File: config.mk
export PLATFORM = sky130hd
export DESIGN_NAME = hs_uart_rx_status_flags
export DESIGN_NICKNAME = d
export VERILOG_FILES = /design/src/core/hs_uart_rx_status_pkg.sv /design/src/core/rx_queue_store.sv /design/src/core/hs_uart_rx_status_flags.sv
export SDC_FILE = /design/constraint.sdc
export NUM_CORES = 1
export LEC_CHECK = 0
export BUFFER_PORTS_ARGS = -buffer_cell sky130_fd_sc_hd__buf_4
export CAP_MARGIN = 30
export CORE_ASPECT_RATIO = 0.6
export CORE_MARGIN = 10
export CORE_UTILIZATION = 35
export CTS_BUF_LIST = sky130_fd_sc_hd__clkbuf_8
export CTS_CLUSTER_SIZE = 24
export DETAILED_ROUTE_END_ITERATION = 6
export HOLD_SLACK_MARGIN = 0.06
export SLEW_MARGIN = 0
export SYNTH_ARGS = -nofsm -noshare
export SYNTH_HDL_FRONTEND = slang
export SYNTH_SLANG_ARGS = --single-unit
File: constraint.sdc
create_clock -name clk_i -period 7.2 [get_ports clk_i]
set_input_delay 1.08 -clock clk_i [delete_from_list [all_inputs] [get_ports clk_i]]
set_output_delay 1.08 -clock clk_i [all_outputs]
set_load 0.1 [all_outputs]
File: src/core/hs_uart_rx_status_pkg.sv
// Constants and carrier types of the receive status flag block.
// Assumes a 32-bit APB slave port and one 40 MHz clock.
package hs_uart_rx_status_pkg;

  // ----------------------------------------------------------------
  // Register byte addresses
  // ----------------------------------------------------------------
  localparam logic [31:0] ADDR_CTRL    = 32'hF008_0000; // Serial control register
  localparam logic [31:0] ADDR_STATUS  = 32'hF008_0004; // Receive status register
  localparam logic [31:0] ADDR_RX_DATA = 32'hF008_0008; // Holding buffer or queue head
  localparam logic [31:0] ADDR_IRQ_EN  = 32'hF008_000C; // Interrupt enable register

  // ----------------------------------------------------------------
  // Reset values
  // ----------------------------------------------------------------
  localparam logic [31:0] CTRL_RESET   = 32'h0000_0000; // All modes off
  localparam logic [6:0]  IRQ_EN_RESET = 7'h00;          // All sources masked
  localparam logic [31:0] READ_ZERO    = 32'h0000_0000; // Unmapped read value

  // ----------------------------------------------------------------
  // Control register fields
  // ----------------------------------------------------------------
  localparam int CTRL_MODE_LO  = 2;  // Receive mode field low bit
  localparam int CTRL_MODE_HI  = 3;  // Receive mode field high bit
  localparam int CTRL_CHAR_LO  = 8;  // Programmed control character low bit
  localparam int CTRL_CHAR_HI  = 15; // Programmed control character high bit
  localparam int CTRL_QUEUE_EN = 17; // Receive queue enable

  // Receive mode encodings
  localparam logic [1:0] MODE_IRQ = 2'h1; // Interrupt request mode
  localparam int         MODE_DMA = 1;    // Mode bit that selects DMA (10 or 11)

  // ----------------------------------------------------------------
  // Status register fields
  // ----------------------------------------------------------------
  localparam int ST_VALID   = 0; // Receive data valid
  localparam int ST_BREAK   = 1; // Break received
  localparam int ST_FRAME   = 2; // Framing error
  localparam int ST_PARITY  = 3; // Parity error
  localparam int ST_OVERRUN = 4; // Overrun
  localparam int ST_CTRL    = 5; // Control character seen
  localparam int ST_CARRIER = 6; // Carrier lost
  localparam int ST_WIDTH   = 7; // Implemented status bits

  // ----------------------------------------------------------------
  // Data path sizes
  // ----------------------------------------------------------------
  localparam int CHAR_WIDTH  = 8;  // Received character width
  localparam int QUEUE_DEPTH = 32; // Receive queue entries

  // ----------------------------------------------------------------
  // Carrier types
  // ----------------------------------------------------------------
  // One validated character from the receiver core
  typedef struct packed {
    logic                  valid;  // One-cycle pulse: frame validated
    logic                  brk;    // Break condition with this frame
    logic                  frame;  // Stop bit sampled as zero
    logic                  parity; // Parity check failed
    logic [CHAR_WIDTH-1:0] data;   // Received character
  } rx_event_type;

  // APB request from the master
  typedef struct packed {
    logic        psel;    // Slave selected
    logic        penable; // Access phase
    logic        pwrite;  // Write when high
    logic [31:0] paddr;   // Byte address
    logic [31:0] pwdata;  // Write data
  } apb_req_type;

endpackage : hs_uart_rx_status_pkg

File: src/core/rx_queue_store.sv
// Receive queue: a plain synchronous first-in first-out store.
// Drops a push when full and ignores a pop when empty, so the parent need not gate either.
`timescale 1ns/1ps
module rx_queue_store #(
  parameter int WIDTH = 8,  // Entry width
  parameter int DEPTH = 32  // Entry count
) (
  input  wire logic             clk_i,       // Core clock
  input  wire logic             srst_i,      // Synchronous reset
  input  wire logic             in_valid_i,  // Push request
  input  wire logic [WIDTH-1:0] in_data_i,   // Push data
  output logic                  in_ready_o,  // Space left
  output logic                  out_valid_o, // Head holds data
  output logic [WIDTH-1:0]      out_data_o,  // Head data
  input  wire logic             out_ready_i  // Pop request
);

  // ----------------------------------------------------------------
  // Storage and pointers
  // ----------------------------------------------------------------
  localparam int PW = $clog2(DEPTH);
  logic [WIDTH-1:0] mem [DEPTH];  // Entry array
  logic [PW-1:0]    wr_ptr;       // Next free entry
  logic [PW-1:0]    rd_ptr;       // Head entry
  logic [PW:0]      count;        // Entries held

  wire push = in_valid_i & in_ready_o;   // Accepted push
  wire pop  = out_ready_i & out_valid_o; // Accepted pop

  // Full compare at count width; a PW-bit DEPTH would wrap to zero
  assign in_ready_o  = (count != (PW+1)'(DEPTH));
  assign out_valid_o = (count != '0);
  assign out_data_o  = mem[rd_ptr];

  // Pointer and count update
  always_ff @(posedge clk_i) begin
    if (srst_i) begin
      wr_ptr <= '0;
      rd_ptr <= '0;
      count  <= '0;
    end else begin
      if (push) wr_ptr <= (wr_ptr == PW'(DEPTH - 1)) ? '0 : wr_ptr + PW'(1);
      if (pop)  rd_ptr <= (rd_ptr == PW'(DEPTH - 1)) ? '0 : rd_ptr + PW'(1);
      count <= count + (PW+1)'(push) - (PW+1)'(pop);
    end
  end

  // Entry write
  always_ff @(posedge clk_i) begin
    if (push) mem[wr_ptr] <= in_data_i;
  end

endmodule : rx_queue_store

File: src/core/hs_uart_rx_status_flags.sv
// Receive status flags of a high-speed serial port with an APB slave.
// Assumes the receiver core hands over one validated frame per pulse,
// with its error qualifiers, on the same 40 MHz clock.
`timescale 1ns/1ps

module hs_uart_rx_status_flags #(
  parameter int QUEUE_DEPTH = hs_uart_rx_status_pkg::QUEUE_DEPTH // Receive queue entries
) (
  input  wire logic                               clk_i,             // 40 MHz clock
  input  wire logic                               srst_i,            // Synchronous reset
  input  wire hs_uart_rx_status_pkg::apb_req_type apb_i,             // APB request
  output logic [31:0]                             prdata_o,          // APB read data
  output logic                                    pready_o,          // APB ready
  output logic                                    pslverr_o,         // APB error
  input  wire hs_uart_rx_status_pkg::rx_event_type rx_event_i,       // Validated frame
  input  wire logic                               carrier_detect_in_i, // Carrier pin level
  output logic                                    irq_o,             // Interrupt request
  output logic                                    dma_req_o          // DMA request
);

  // ----------------------------------------------------------------
  // Register storage
  // ----------------------------------------------------------------
  logic [31:0] serial_control_reg;           // Mode, queue enable, control char
  logic [hs_uart_rx_status_pkg::ST_WIDTH-1:0] irq_enable_reg; // Per-source enables
  logic [hs_uart_rx_status_pkg::ST_WIDTH-1:1] sticky;         // Sticky event flags
  logic [hs_uart_rx_status_pkg::CHAR_WIDTH-1:0] rx_holding_buffer; // Non-queue data
  logic        hold_valid;                   // Holding buffer has unread data

  // ----------------------------------------------------------------
  // Bus decode
  // ----------------------------------------------------------------
  wire sel_ctrl   = (apb_i.paddr == hs_uart_rx_status_pkg::ADDR_CTRL);
  wire sel_status = (apb_i.paddr == hs_uart_rx_status_pkg::ADDR_STATUS);
  wire sel_data   = (apb_i.paddr == hs_uart_rx_status_pkg::ADDR_RX_DATA);
  wire sel_irqen  = (apb_i.paddr == hs_uart_rx_status_pkg::ADDR_IRQ_EN);
  wire mapped     = sel_ctrl | sel_status | sel_data | sel_irqen;

  // Access phase completes at the edge where ready is seen high
  wire access_end = apb_i.psel & apb_i.penable & pready_o;
  wire wr_end     = access_end & apb_i.pwrite & mapped;
  wire rd_end     = access_end & ~apb_i.pwrite & mapped;
  wire wr_ctrl    = wr_end & sel_ctrl;
  wire wr_status  = wr_end & sel_status;
  wire wr_irqen   = wr_end & sel_irqen;
  wire rd_data    = rd_end & sel_data;

  // ----------------------------------------------------------------
  // Control fields
  // ----------------------------------------------------------------
  wire [1:0] rx_mode = serial_control_reg[hs_uart_rx_status_pkg::CTRL_MODE_HI:
                                          hs_uart_rx_status_pkg::CTRL_MODE_LO];
  wire       queue_en = serial_control_reg[hs_uart_rx_status_pkg::CTRL_QUEUE_EN];
  wire [hs_uart_rx_status_pkg::CHAR_WIDTH-1:0] ctrl_char =
    serial_control_reg[hs_uart_rx_status_pkg::CTRL_CHAR_HI:hs_uart_rx_status_pkg::CTRL_CHAR_LO];

  // ----------------------------------------------------------------
  // Receive queue
  // ----------------------------------------------------------------
  logic                                         q_ready; // Queue has space
  logic                                         q_valid; // Queue head valid
  logic [hs_uart_rx_status_pkg::CHAR_WIDTH-1:0] q_data;  // Queue head data

  wire q_push = rx_event_i.valid & queue_en;   // Frame goes to the queue
  wire q_pop  = rd_data & queue_en;            // Host read of queue head
  wire h_push = rx_event_i.valid & ~queue_en;  // Frame goes to holding buffer
  wire h_pop  = rd_data & ~queue_en;           // Host read of holding buffer

  rx_queue_store #(
    .WIDTH (hs_uart_rx_status_pkg::CHAR_WIDTH),
    .DEPTH (QUEUE_DEPTH)
  ) u_rx_queue (
    .clk_i       (clk_i),
    .srst_i      (srst_i),
    .in_valid_i  (q_push),
    .in_data_i   (rx_event_i.data),
    .in_ready_o  (q_ready),
    .out_valid_o (q_valid),
    .out_data_o  (q_data),
    .out_ready_i (q_pop)
  );

  // ----------------------------------------------------------------
  // Flag sources
  // ----------------------------------------------------------------
  // Valid flag taken from queue head or holding buffer
  wire rx_valid_flag = queue_en ? q_valid : hold_valid;

  // Overrun: unread held data not read now, or full queue
  wire overrun_hit = (h_push & hold_valid & ~h_pop) | (q_push & ~q_ready);

  // Control character compare, report only
  wire ctrl_hit = rx_event_i.valid & (rx_event_i.data == ctrl_char);

  // Carrier pin high when a frame is validated
  wire carrier_hit = rx_event_i.valid & carrier_detect_in_i;

  // Set vector aligned with the sticky bits
  logic [hs_uart_rx_status_pkg::ST_WIDTH-1:1] ev_set;
  assign ev_set[hs_uart_rx_status_pkg::ST_BREAK]   = rx_event_i.valid & rx_event_i.brk;
  assign ev_set[hs_uart_rx_status_pkg::ST_FRAME]   = rx_event_i.valid & rx_event_i.frame;
  assign ev_set[hs_uart_rx_status_pkg::ST_PARITY]  = rx_event_i.valid & rx_event_i.parity;
  assign ev_set[hs_uart_rx_status_pkg::ST_OVERRUN] = overrun_hit;
  assign ev_set[hs_uart_rx_status_pkg::ST_CTRL]    = ctrl_hit;
  assign ev_set[hs_uart_rx_status_pkg::ST_CARRIER] = carrier_hit;

  // Write-one-clear mask from the status write
  wire [hs_uart_rx_status_pkg::ST_WIDTH-1:1] w1c =
    {(hs_uart_rx_status_pkg::ST_WIDTH-1){wr_status}} &
    apb_i.pwdata[hs_uart_rx_status_pkg::ST_WIDTH-1:1];

  // ----------------------------------------------------------------
  // Read mux and request terms
  // ----------------------------------------------------------------
  wire [hs_uart_rx_status_pkg::ST_WIDTH-1:0] status_word = {sticky, rx_valid_flag};
  wire [hs_uart_rx_status_pkg::CHAR_WIDTH-1:0] head_data = queue_en ? q_data
                                                                    : rx_holding_buffer;
  wire [31:0] rd_mux =
    sel_ctrl   ? serial_control_reg :
    sel_status ? {(32-hs_uart_rx_status_pkg::ST_WIDTH)'(0), status_word} :
    sel_data   ? {(32-hs_uart_rx_status_pkg::CHAR_WIDTH)'(0), head_data} :
    sel_irqen  ? {(32-hs_uart_rx_status_pkg::ST_WIDTH)'(0), irq_enable_reg} :
                 hs_uart_rx_status_pkg::READ_ZERO;

  // Interrupt sources: sticky flags plus valid in interrupt mode
  wire valid_irq = rx_valid_flag & (rx_mode == hs_uart_rx_status_pkg::MODE_IRQ) &
                   irq_enable_reg[hs_uart_rx_status_pkg::ST_VALID];
  wire next_irq  = valid_irq |
                   (|(sticky & irq_enable_reg[hs_uart_rx_status_pkg::ST_WIDTH-1:1]));
  wire next_dma  = rx_valid_flag & rx_mode[hs_uart_rx_status_pkg::MODE_DMA];

  // ----------------------------------------------------------------
  // APB handshake
  // ----------------------------------------------------------------
  // One wait state: ready is high in the second access cycle
  always_ff @(posedge clk_i) begin
    if (srst_i) begin
      pready_o  <= 1'b0;
      pslverr_o <= 1'b0;
      prdata_o  <= hs_uart_rx_status_pkg::READ_ZERO;
    end else begin
      pready_o  <= apb_i.psel & apb_i.penable & ~pready_o;
      pslverr_o <= apb_i.psel & apb_i.penable & ~pready_o & ~mapped;
      // Capture read data with ready; unmapped reads zero
      prdata_o  <= (apb_i.psel & apb_i.penable & ~pready_o & ~apb_i.pwrite) ?
                   rd_mux : hs_uart_rx_status_pkg::READ_ZERO;
    end
  end

  // ----------------------------------------------------------------
  // Software written registers
  // ----------------------------------------------------------------
  always_ff @(posedge clk_i) begin
    if (srst_i) begin
      serial_control_reg <= hs_uart_rx_status_pkg::CTRL_RESET;
      irq_enable_reg     <= hs_uart_rx_status_pkg::IRQ_EN_RESET;
    end else begin
      if (wr_ctrl)  serial_control_reg <= apb_i.pwdata;
      if (wr_irqen) irq_enable_reg <= apb_i.pwdata[hs_uart_rx_status_pkg::ST_WIDTH-1:0];
    end
  end

  // ----------------------------------------------------------------
  // Holding buffer
  // ----------------------------------------------------------------
  // New frame wins over a read in the same cycle
  always_ff @(posedge clk_i) begin
    if (srst_i) begin
      hold_valid        <= 1'b0;
      rx_holding_buffer <= '0;
    end else if (h_push) begin
      hold_valid        <= 1'b1;
      rx_holding_buffer <= rx_event_i.data;  // Newest frame overwrites
    end else if (h_pop) begin
      hold_valid        <= 1'b0;
    end
  end

  // ----------------------------------------------------------------
  // Sticky flags, set wins over clear
  // ----------------------------------------------------------------
  for (genvar i = 1; i < hs_uart_rx_status_pkg::ST_WIDTH; i++) begin : g_sticky
    always_ff @(posedge clk_i) begin
      if (srst_i) sticky[i] <= 1'b0;
      else        sticky[i] <= (sticky[i] & ~w1c[i]) | ev_set[i];
    end
  end

  // ----------------------------------------------------------------
  // Request outputs
  // ----------------------------------------------------------------
  always_ff @(posedge clk_i) begin
    if (srst_i) begin
      irq_o     <= 1'b0;
      dma_req_o <= 1'b0;
    end else begin
      irq_o     <= next_irq;
      dma_req_o <= next_dma;
    end
  end
endmodule : hs_uart_rx_status_flags

Word level (Yosys, flattened, before mapping)
Memory sizes are Yosys's and may differ from the RTL's. A register that Yosys moved wholly into a read port is not among the register bits.
Index checks and enable logic that the tools add are counted.

storage, ports and cells
  input port bits = 82
  bits in writable memories = 256
  word-level logic and storage cells = 112
  memories kept = 1
  output and inout bits = 36
  bits in registers = 106

memory list
  name            depth  width  read ports  clocked after Yosys merged registers in  wr ports  RTL line              RTL
  u_rx_queue.mem  32     8      1           1                                        1         rx_queue_store.sv:22  logic [WIDTH-1:0] mem [DEPTH];

cells by class
  bitwise logic cells = 62
  equality and inequality tests = 9
  muxes and demuxes = 14
  $add $sub $neg = 4
  reduce and logical (&&, ||, !) cells = 4

operators with widths
  operator                                                                number
  32-bit equality test (second input constant)                            4
  1-bit AND                                                               36
  32-bit 2-to-1 mux                                                       1
  8-bit 2-to-1 mux                                                        3
  5-bit 2-to-1 mux                                                        4
  1-bit NOT                                                               13
  6-bit AND                                                               2
  1-bit bitwise OR                                                        11
  5-bit by 1-bit adder with 5-bit output (second input constant)          2
  5-bit equality test (second input constant)                             2
  8-bit equality test                                                     1
  7-bit 2-to-1 mux                                                        1
  6-bit by 1-bit adder with 6-bit output                                  1
  6-bit != test (second input constant)                                   1
  6-bit nonzero test                                                      1
  6-bit OR reduction                                                      1
  6-bit by 1-bit subtractor with 6-bit output                             1
  1-bit 2-to-1 mux                                                        5
  2-bit by 1-bit equality test with 1-bit output (second input constant)  1
  2-bit nonzero test                                                      1
  2-bit OR reduction                                                      1

Longest topological paths before layout
Gate-level depths: netlist of run 1.

  depth after elaboration = 11
  depth in mapped cells = 14
  mapped depth without buffers = 13

Hierarchy
From an unflattened synthesis of run 1, not the netlist that was laid out.

unflattened totals
  cells, all modules = 1,007
  area total of the unflattened synthesis = 14,834.2 sq um

by module, submodules not included
  module                   cells each  times used  area an instance (sq um)
  rx_queue_store           623         1           11,081.9
  hs_uart_rx_status_flags  384         1           3,752.3

Worst setup path before layout of run 1
OpenSTA, ideal clock, no wires.

  path kind = input-to-reg
  start point = input apb_i[35] (netlist name)
  end point = register u_rx_queue.count[4]
  arrival time = 3.220 ns
  setup slack = 3.853 ns
  stages = 13
  setup time = 0.128 ns
  path through = clkbuf_1 -> nand2b_1 -> nor3_1 -> nor4bb_1 -> buf_2 -> xor2_1 -> ha_1 -> fa_1 -> a21oi_1 -> nor2_1 -> nor2_1 -> xor2_1 -> nor2_1

between the ends
  word-level cells in the longest chain between the ends = 9

RTL lines
  what                                           RTL line                                                      RTL
  start, declared                                hs_uart_rx_status_flags.sv:11                                 input wire hs_uart_rx_status_pkg::apb_req_type apb_i,
  32-bit equality test (on tied branches)        hs_uart_rx_status_flags.sv:33, hs_uart_rx_status_flags.sv:34
  1-bit bitwise OR (3 in a row)                  hs_uart_rx_status_flags.sv:37                                 wire mapped = sel_ctrl | sel_status | sel_data | sel_irqen;
  1-bit AND                                      hs_uart_rx_status_flags.sv:42                                 wire rd_end = access_end & ~apb_i.pwrite & mapped;
  1-bit AND *                                    hs_uart_rx_status_flags.sv:46                                 wire rd_data = rd_end & sel_data;
  1-bit AND *                                    hs_uart_rx_status_flags.sv:65                                 wire q_pop = rd_data & queue_en;
  1-bit AND *                                    rx_queue_store.sv:28                                          wire pop = out_ready_i & out_valid_o;
  6-bit by 1-bit subtractor with 6-bit output *  rx_queue_store.sv:44                                          count <= count + (PW+1)'(push) - (PW+1)'(pop);
  end signal, assigned                           rx_queue_store.sv:44
  end, declared                                  rx_queue_store.sv:25                                          logic [PW:0] count;

Mark *: on every way between the ends. The rest lies on a longest branch, timed or not.
A chain may end at the register's enable or synchronous reset.

==> results.json, run 1 <==
{
  "outcome": "finished, final reports clean",
  "antenna_found_initial": 0,
  "grt_remaining_overflow": 0,
  "highest_metal_used": "met4",
  "portion_of_the_clock_cycle_consumed_by_the_worst_path_in_the_final_layout": 0.507,
  "power.combinational.fraction": 0.025,
  "hp-start": "serial_control_reg[0]",
  "drt_drc_violations_left": 0,
  "core_region_area_mm2": 0.0408,
  "area_growth_pct": 16.7,
  "initial_core_util": 0.357,
  "relSlewSlack": 0.330,
  "total_via_count_after_detailed_routing": 8955,
  "postSynthCellCount": 1035,
  "total_switching_power_w": 0.000861,
  "clk_pin_slew_worst_paths_ns": 0.07,
  "critPathRequiredTime_ns": 7.70,
  "tightest_pin_transition_ns": 0.998,
  "drt_first_iter_violations": 982,
  "postSynthNetCount": 1133,
  "pin_count": 118,
  "cts_root_buf": "sky130_fd_sc_hd__clkbuf_8",
  "hold_viol": 0,
  "finalWorstSetupSlack_ns": 3.55,
  "pre_cts_slack_ns": 3.37,
  "cts.repair_timing.setup_buffer_count": 0,
  "swShare": 0.218,
  "netlist_top_cells_area": "sky130_fd_sc_hd__edfxtp_1 53%, sky130_fd_sc_hd__dfxtp_1 15%, sky130_fd_sc_hd__mux2i_1 11%, sky130_fd_sc_hd__a22oi_1 3.0%, sky130_fd_sc_hd__nor2_1 2.5%",
  "power_density_mw_per_mm2": 232,
  "min_path_type": "reg -> reg",
  "post_drt_via_cell_ratio": 5.10,
  "internal-power_w": 0.00308,
  "setup_total_negative_slack_ns": 0,
  "first_global_vias": 8721,
  "synthDominantAreaCellType": "sky130_fd_sc_hd__edfxtp_1",
  "tritoncts": "done",
  "finalNetCount": 1253,
  "fmax_ghz": 0.274,
  "worstSetupEndpointType": "flip-flop",
  "final_max_slew_viol_count": 0,
  "yosys.cell_count.top_type": "sky130_fd_sc_hd__edfxtp_1",
  "tritoncts.num_buffers": 50,
  "post_route_cells_drive_above_1_share": 0.190,
  "grt_setup_unrepaired": "no",
  "ys_ff_latch": 367,
  "maximum_number_of_pins_on_one_net_before_global_route_repair": 79,
  "cts-htree-levels": 2,
  "overall_die_area_mm2": 0.0504,
  "portBuffers": 117,
  "postCtsHoldBufs": 0,
  "stdcell_area_mm2": 0.0170,
  "synth_flop_cell": "sky130_fd_sc_hd__edfxtp_1",
  "critical_path_arrival_ns": 4.15,
  "wl_met2_um": 14600,
  "largest_register_ff_count": 256,
  "synth_cell_types": 50,
  "final_core_util": 0.416,
  "post-dp-hpwl_um": 24900,
  "worst-setup-path-type": "reg -> reg",
  "cts_num_sinks": 367,
  "worst_path_max_fanout": 52,
  "gpl.final_weighted_congestion": 0.824,
  "row_count": 57,
  "synth_largest_type_area_fraction": 0.528,
  "synth_commonest_cells": "256 x sky130_fd_sc_hd__edfxtp_1, 153 x sky130_fd_sc_hd__mux2i_1, 111 x sky130_fd_sc_hd__dfxtp_1",
  "ctsLongestPathBuffers": 3,
  "power.leakage_nw": 5.93,
  "synth_area_per_cell_um2": 14.1,
  "grt_use_total": 0.144,
  "insertion_delay_ns": 0.60,
  "timing.final.crit_period_ns": 3.65,
  "total_wirelength_of_the_detailed_routed_design_um": 37600,
  "async_flop_share": 0,
  "worst_clock_skew_ns": 0.0250,
  "ant_nets": 0,
  "synth.yosys.seq_area_share": 0.681,
  "filler_cell_count": 3788,
  "drv.max_cap_violation_count": 0,
  "dpl_cell_area_mm2": 0.0160,
  "global_route_wire_length_before_repair_um": 55600,
  "worst_setup_path_start_kind": "flip-flop",
  "dieHeight_um": 178,
  "sequentialPowerShare": 0.573,
  "synthesis.yosys.warnings": 0,
  "number_of_enable_flip_flop_cells_after_synthesis": 256,
  "met3RoutedLength_um": 3430,
  "netlist_area_mm2": 0.0146,
  "drt-pass1-iter-count": 5,
  "cts_resized": 0,
  "wl_per_cell_um": 21.4,
  "wl_met1_um": 19100,
  "die_width_um": 283,
  "ir_drop_mv": 0.148,
  "clock_power_share": 0.402,
  "setup_violations": 0
}
per-stage QoR:
step / hold WS (ns) / total power, W / std cells
4_1_cts: 0.457 / 0.00398 / 1756
5_1_grt: 0.474 / 0.00408 / 1756
6_report: 0.457 / 0.00394 / 1757
2_1_floorplan: 0.425 / 0.00233 / 1035
3_5_place_dp: 0.440 / 0.00241 / 1663
3_3_place_gp: 0.440 / 0.00240 / 1662
cells by family after synthesis:
kind of cell,share of synthesized area
DFF,0.681
and+or+nand+nor,0.0800
AOI/OAI and AO/OA,0.0778
muxes,0.118
buffers and inverters,0.0208
adders and majority gates,0.0143
xor gates and xnor gates,0.00782
cells in the final DEF, fill, tap and decap left out, types with 7 or more instances in the layout:
cell type                  netlist  layout
sky130_fd_sc_hd__xor2_1          9       9
sky130_fd_sc_hd__a32oi_1         7       7
sky130_fd_sc_hd__nand2_1        48      48
sky130_fd_sc_hd__nor2b_1         9       7
sky130_fd_sc_hd__buf_4           0     127
sky130_fd_sc_hd__nor2_1         95      94
sky130_fd_sc_hd__ha_1           15      15
sky130_fd_sc_hd__mux2i_1       153     153
sky130_fd_sc_hd__clkinv_1        1      11
sky130_fd_sc_hd__clkbuf_8        0      63
sky130_fd_sc_hd__nand2b_1       13      13
sky130_fd_sc_hd__a21oi_1        63      63
sky130_fd_sc_hd__dfxtp_1       111     110
sky130_fd_sc_hd__and2_1         25      25
sky130_fd_sc_hd__inv_1           8      20
sky130_fd_sc_hd__nand3_1         8       8
sky130_fd_sc_hd__o41ai_1         7       7
sky130_fd_sc_hd__o21a_1          7       7
sky130_fd_sc_hd__a22oi_1        59      59
sky130_fd_sc_hd__o31ai_1         7       7
sky130_fd_sc_hd__clkinv_2        0       8
sky130_fd_sc_hd__edfxtp_1      256     256
sky130_fd_sc_hd__mux4_2          8       8
per-layer routing:
layer,vias up,track usage
met2,329,0.184
met4,0,0.0294
met1,4444,0.229
met3,55,0.0434
met5,-,0
li1,4127,-
layout make-up:
| type | instances | area, um^2 | share of cell area |
|---|---|---|---|
| multi-input combinational | 599 | 4370 | 0.257 |
| clock inverter | 30 | 123 | 0.00722 |
| inverter | 9 | 33.8 | 0.00199 |
| clock buffer | 63 | 867 | 0.0511 |
| timing repair buffer | 128 | 973 | 0.0573 |
| antenna | 1 | 2.50 | 0.000147 |
| tap | 560 | 701 | 0.0413 |
| sequential | 367 | 9910 | 0.584 |
path summary, 6_finish.rpt:
check | cells after the start | endpoint | slack (ns)
max | 7 | prdata_o[1] | 3.55
min | 2 | prdata_o[0] | 0.46
max reg2reg | 7 | prdata_o[1] | 3.55
min reg2reg | 2 | prdata_o[0] | 0.46
power groups by stage:
stage          clock network, W   logic, W  registers, W
3_5_place_dp                  0  0.0000995       0.00231
3_3_place_gp                  0  0.0000975       0.00231
4_1_cts                 0.00162  0.0000999       0.00226
6_report                0.00158   0.000100       0.00226
2_1_floorplan                 0  0.0000226       0.00231
5_1_grt                 0.00171   0.000108       0.00226
critical path, cell delays in order (launching register included):
cell and delay [ns]:
sky130_fd_sc_hd__dfxtp_4 0.96, sky130_fd_sc_hd__buf_4 0.67, sky130_fd_sc_hd__mux2i_1 0.20, sky130_fd_sc_hd__a22oi_1 0.39, sky130_fd_sc_hd__a21oi_1 0.20, sky130_fd_sc_hd__o41ai_1 0.61, sky130_fd_sc_hd__a32oi_1 0.13, sky130_fd_sc_hd__o31ai_1 0.28
Note: power is estimated with default switching activity, not from simulation.
==> inputs of run 2 (changes only) <==
==> constraint.sdc (replaced) <==
create_clock -name clk_i -period 3.66 [get_ports clk_i]
set_input_delay 0.549 -clock clk_i [delete_from_list [all_inputs] [get_ports clk_i]]
set_output_delay 0.549 -clock clk_i [all_outputs]
set_load 0.1 [all_outputs]
==> results.json, run 2 (same netlist as run 1, synthesis figures left out) <==
{
  "drt_drc_violations_left": 0,
  "final_max_slew_viol_count": 0,
  "finalNetCount": 1295,
  "crit_path_cell_trace": "inv_1, ha_1, nand2_1, nor3_1, or2_2, clkinv_1, ha_1, fa_1, a21oi_1, nor2_1, nor2_1, xor2_1, nor2_1",
  "drt_first_iter_violations": 1203,
  "met1_demand_to_capacity_share_in_global_routing": 0.234,
  "first_global_vias": 9045,
  "portion_of_the_clock_cycle_consumed_by_the_worst_path_in_the_final_layout": 0.839,
  "dieHeight_um": 178,
  "power.leakage_nw": 6.15,
  "reg2reg_setup_slack_ns": 0.59,
  "critical_path.top_delay_family": "adder cells",
  "hold-path-endpoint": "serial_control_reg[26]",
  "placedCellCount": 1706,
  "setup_violations": 0,
  "timing.final.crit_period_ns": 3.07,
  "layout_common_cells": "256 x sky130_fd_sc_hd__edfxtp_1, 169 x sky130_fd_sc_hd__buf_4, 153 x sky130_fd_sc_hd__mux2i_1",
  "global_route_wire_length_before_repair_um": 57600,
  "holdWs_ns": 0.198,
  "outcome": "finished, final reports clean",
  "number_of_buffer_and_inverter_stages_on_the_critical_path": 2,
  "post_route_cells_drive_above_1_share": 0.207,
  "hp-start": "apb_i[26]",
  "pin_count": 118,
  "final_common_cell": "sky130_fd_sc_hd__edfxtp_1",
  "maximum_number_of_pins_on_one_net_before_global_route_repair": 79,
  "core_region_area_mm2": 0.0408,
  "hold_viol": 0,
  "ir_drop_mv": 0.358,
  "post_drt_via_cell_ratio": 5.12,
  "cp_slowest_stage_delay_ns": 0.42,
  "instances_no_fill": 1797,
  "cts.repair_timing.setup_buffer_count": 0,
  "met2_usage": 0.188,
  "cts-htree-levels": 2,
  "area_of_combinational_cells_with_multiple_inputs_mm2": 0.00437,
  "diodes": 0,
  "setup_total_negative_slack_ns": 0,
  "cts_num_sinks": 367,
  "total_wirelength_of_the_detailed_routed_design_um": 38500,
  "critPathRequiredTime_ns": 4.11,
  "globalRouteMet3Util": 0.0456,
  "cts_resized": 0,
  "grt_setup_unrepaired": "no",
  "ctsLongestPathBuffers": 3,
  "fmax_ghz": 0.326,
  "clk_pin_slew_worst_paths_ns": 0.07,
  "postCtsHoldBufs": 0,
  "tritoncts": "done",
  "register_area_mm2": 0.00991,
  "drv.max_cap_violation_count": 0,
  "portBuffers": 117,
  "cts_root_buf": "sky130_fd_sc_hd__clkbuf_8",
  "grt_use_total": 0.148,
  "gpl.final_weighted_congestion": 0.853,
  "drt-pass1-iter-count": 5,
  "relSlewSlack": 0.398,
  "initial_core_util": 0.357,
  "worst-setup-path-type": "reg -> reg",
  "power_density_mw_per_mm2": 439,
  "holdPathStages": 3,
  "ant_nets": 0,
  "area_growth_pct": 18.4,
  "worstSetupEndpointType": "flip-flop",
  "worst_r2r_start": "u_rx_queue.count[3]",
  "rr_worst_depth": 13,
  "antenna_found_initial": 0,
  "post-dp-hpwl_um": 26300,
  "grt_remaining_overflow": 0,
  "worst_path_max_fanout": 8,
  "worstReg2RegEnd": "u_rx_queue.count[4]",
  "worst_path_most_repeated_cell": "sky130_fd_sc_hd__nor2_1",
  "worst_setup_path_start_kind": "flip-flop",
  "critical_path_arrival_ns": 3.52,
  "die_width_um": 283,
  "largest_register_ff_count": 256,
  "worst_clock_skew_ns": 0.0390,
  "tightest_pin_transition_ns": 0.900,
  "overall_die_area_mm2": 0.0504,
  "tritoncts.num_buffers": 49,
  "total_via_count_after_detailed_routing": 9203,
  "wl_per_cell_um": 21.4,
  "cp_max_stage_cell": "sky130_fd_sc_hd__fa_1",
  "most_used_routing_layer": "met1",
  "min_path_type": "in -> reg",
  "row_count": 57,
  "insertion_delay_ns": 0.61,
  "filler_cell_count": 3775
}
-- run 2: power breakdown --
part | switching, W | internal [W]
combinational | 0.000120 | 0.0000740
sequential | 0.00000692 | 0.00444
clock | 0.00151 | 0.00140
-- run 2: area by class of cell --
cell class / instances / area share
Clock buffer: 53 / 0.0423
Clock inverter: 38 / 0.0102
Inverter: 9 / 0.00196
Multi-Input combinational cell: 599 / 0.253
Sequential cell: 367 / 0.575
Tap cell: 560 / 0.0407
Timing Repair Buffer: 171 / 0.0760
-- run 2: worst min-delay path: stages --
cell and delay (ns):
sky130_fd_sc_hd__buf_4 0.07, sky130_fd_sc_hd__mux2i_1 0.05, sky130_fd_sc_hd__nor2_1 0.07
-- run 2: per-stage QoR --
stage | util | power [W] | setup WS [ns] | area (um^2)
global placement | 0.400 | 0.00473 | 0.447 | 16300
global route | 0.422 | 0.00783 | 0.395 | 17200
CTS | 0.422 | 0.00762 | 0.637 | 17200
detailed placement | 0.400 | 0.00473 | 0.342 | 16300
finish | 0.422 | 0.00756 | 0.588 | 17200
floorplan | - | 0.00459 | 0.499 | 14600
-- run 2: how the worst max path moves through the flow --
stage,startpoint,to,slack (ns),cells after the start
after global routing,u_rx_queue.count[2],u_rx_queue.count[4],0.39,13
final,u_rx_queue.count[3],u_rx_queue.count[4],0.59,13
after CTS,u_rx_queue.count[3],u_rx_queue.count[4],0.64,13
after detailed placement,apb_i[36],u_rx_queue.count[4],0.34,13
after floorplan,pready_o,u_rx_queue.count[4],0.50,12
after global placement,apb_i[36],u_rx_queue.count[4],0.45,13
-- run 2: per-layer routing --
layer  vias up  wire, um
met5         -         0
met4         0       603
met3        56      3340
met2       312     14700
met1      4617     19900
li1       4218         -
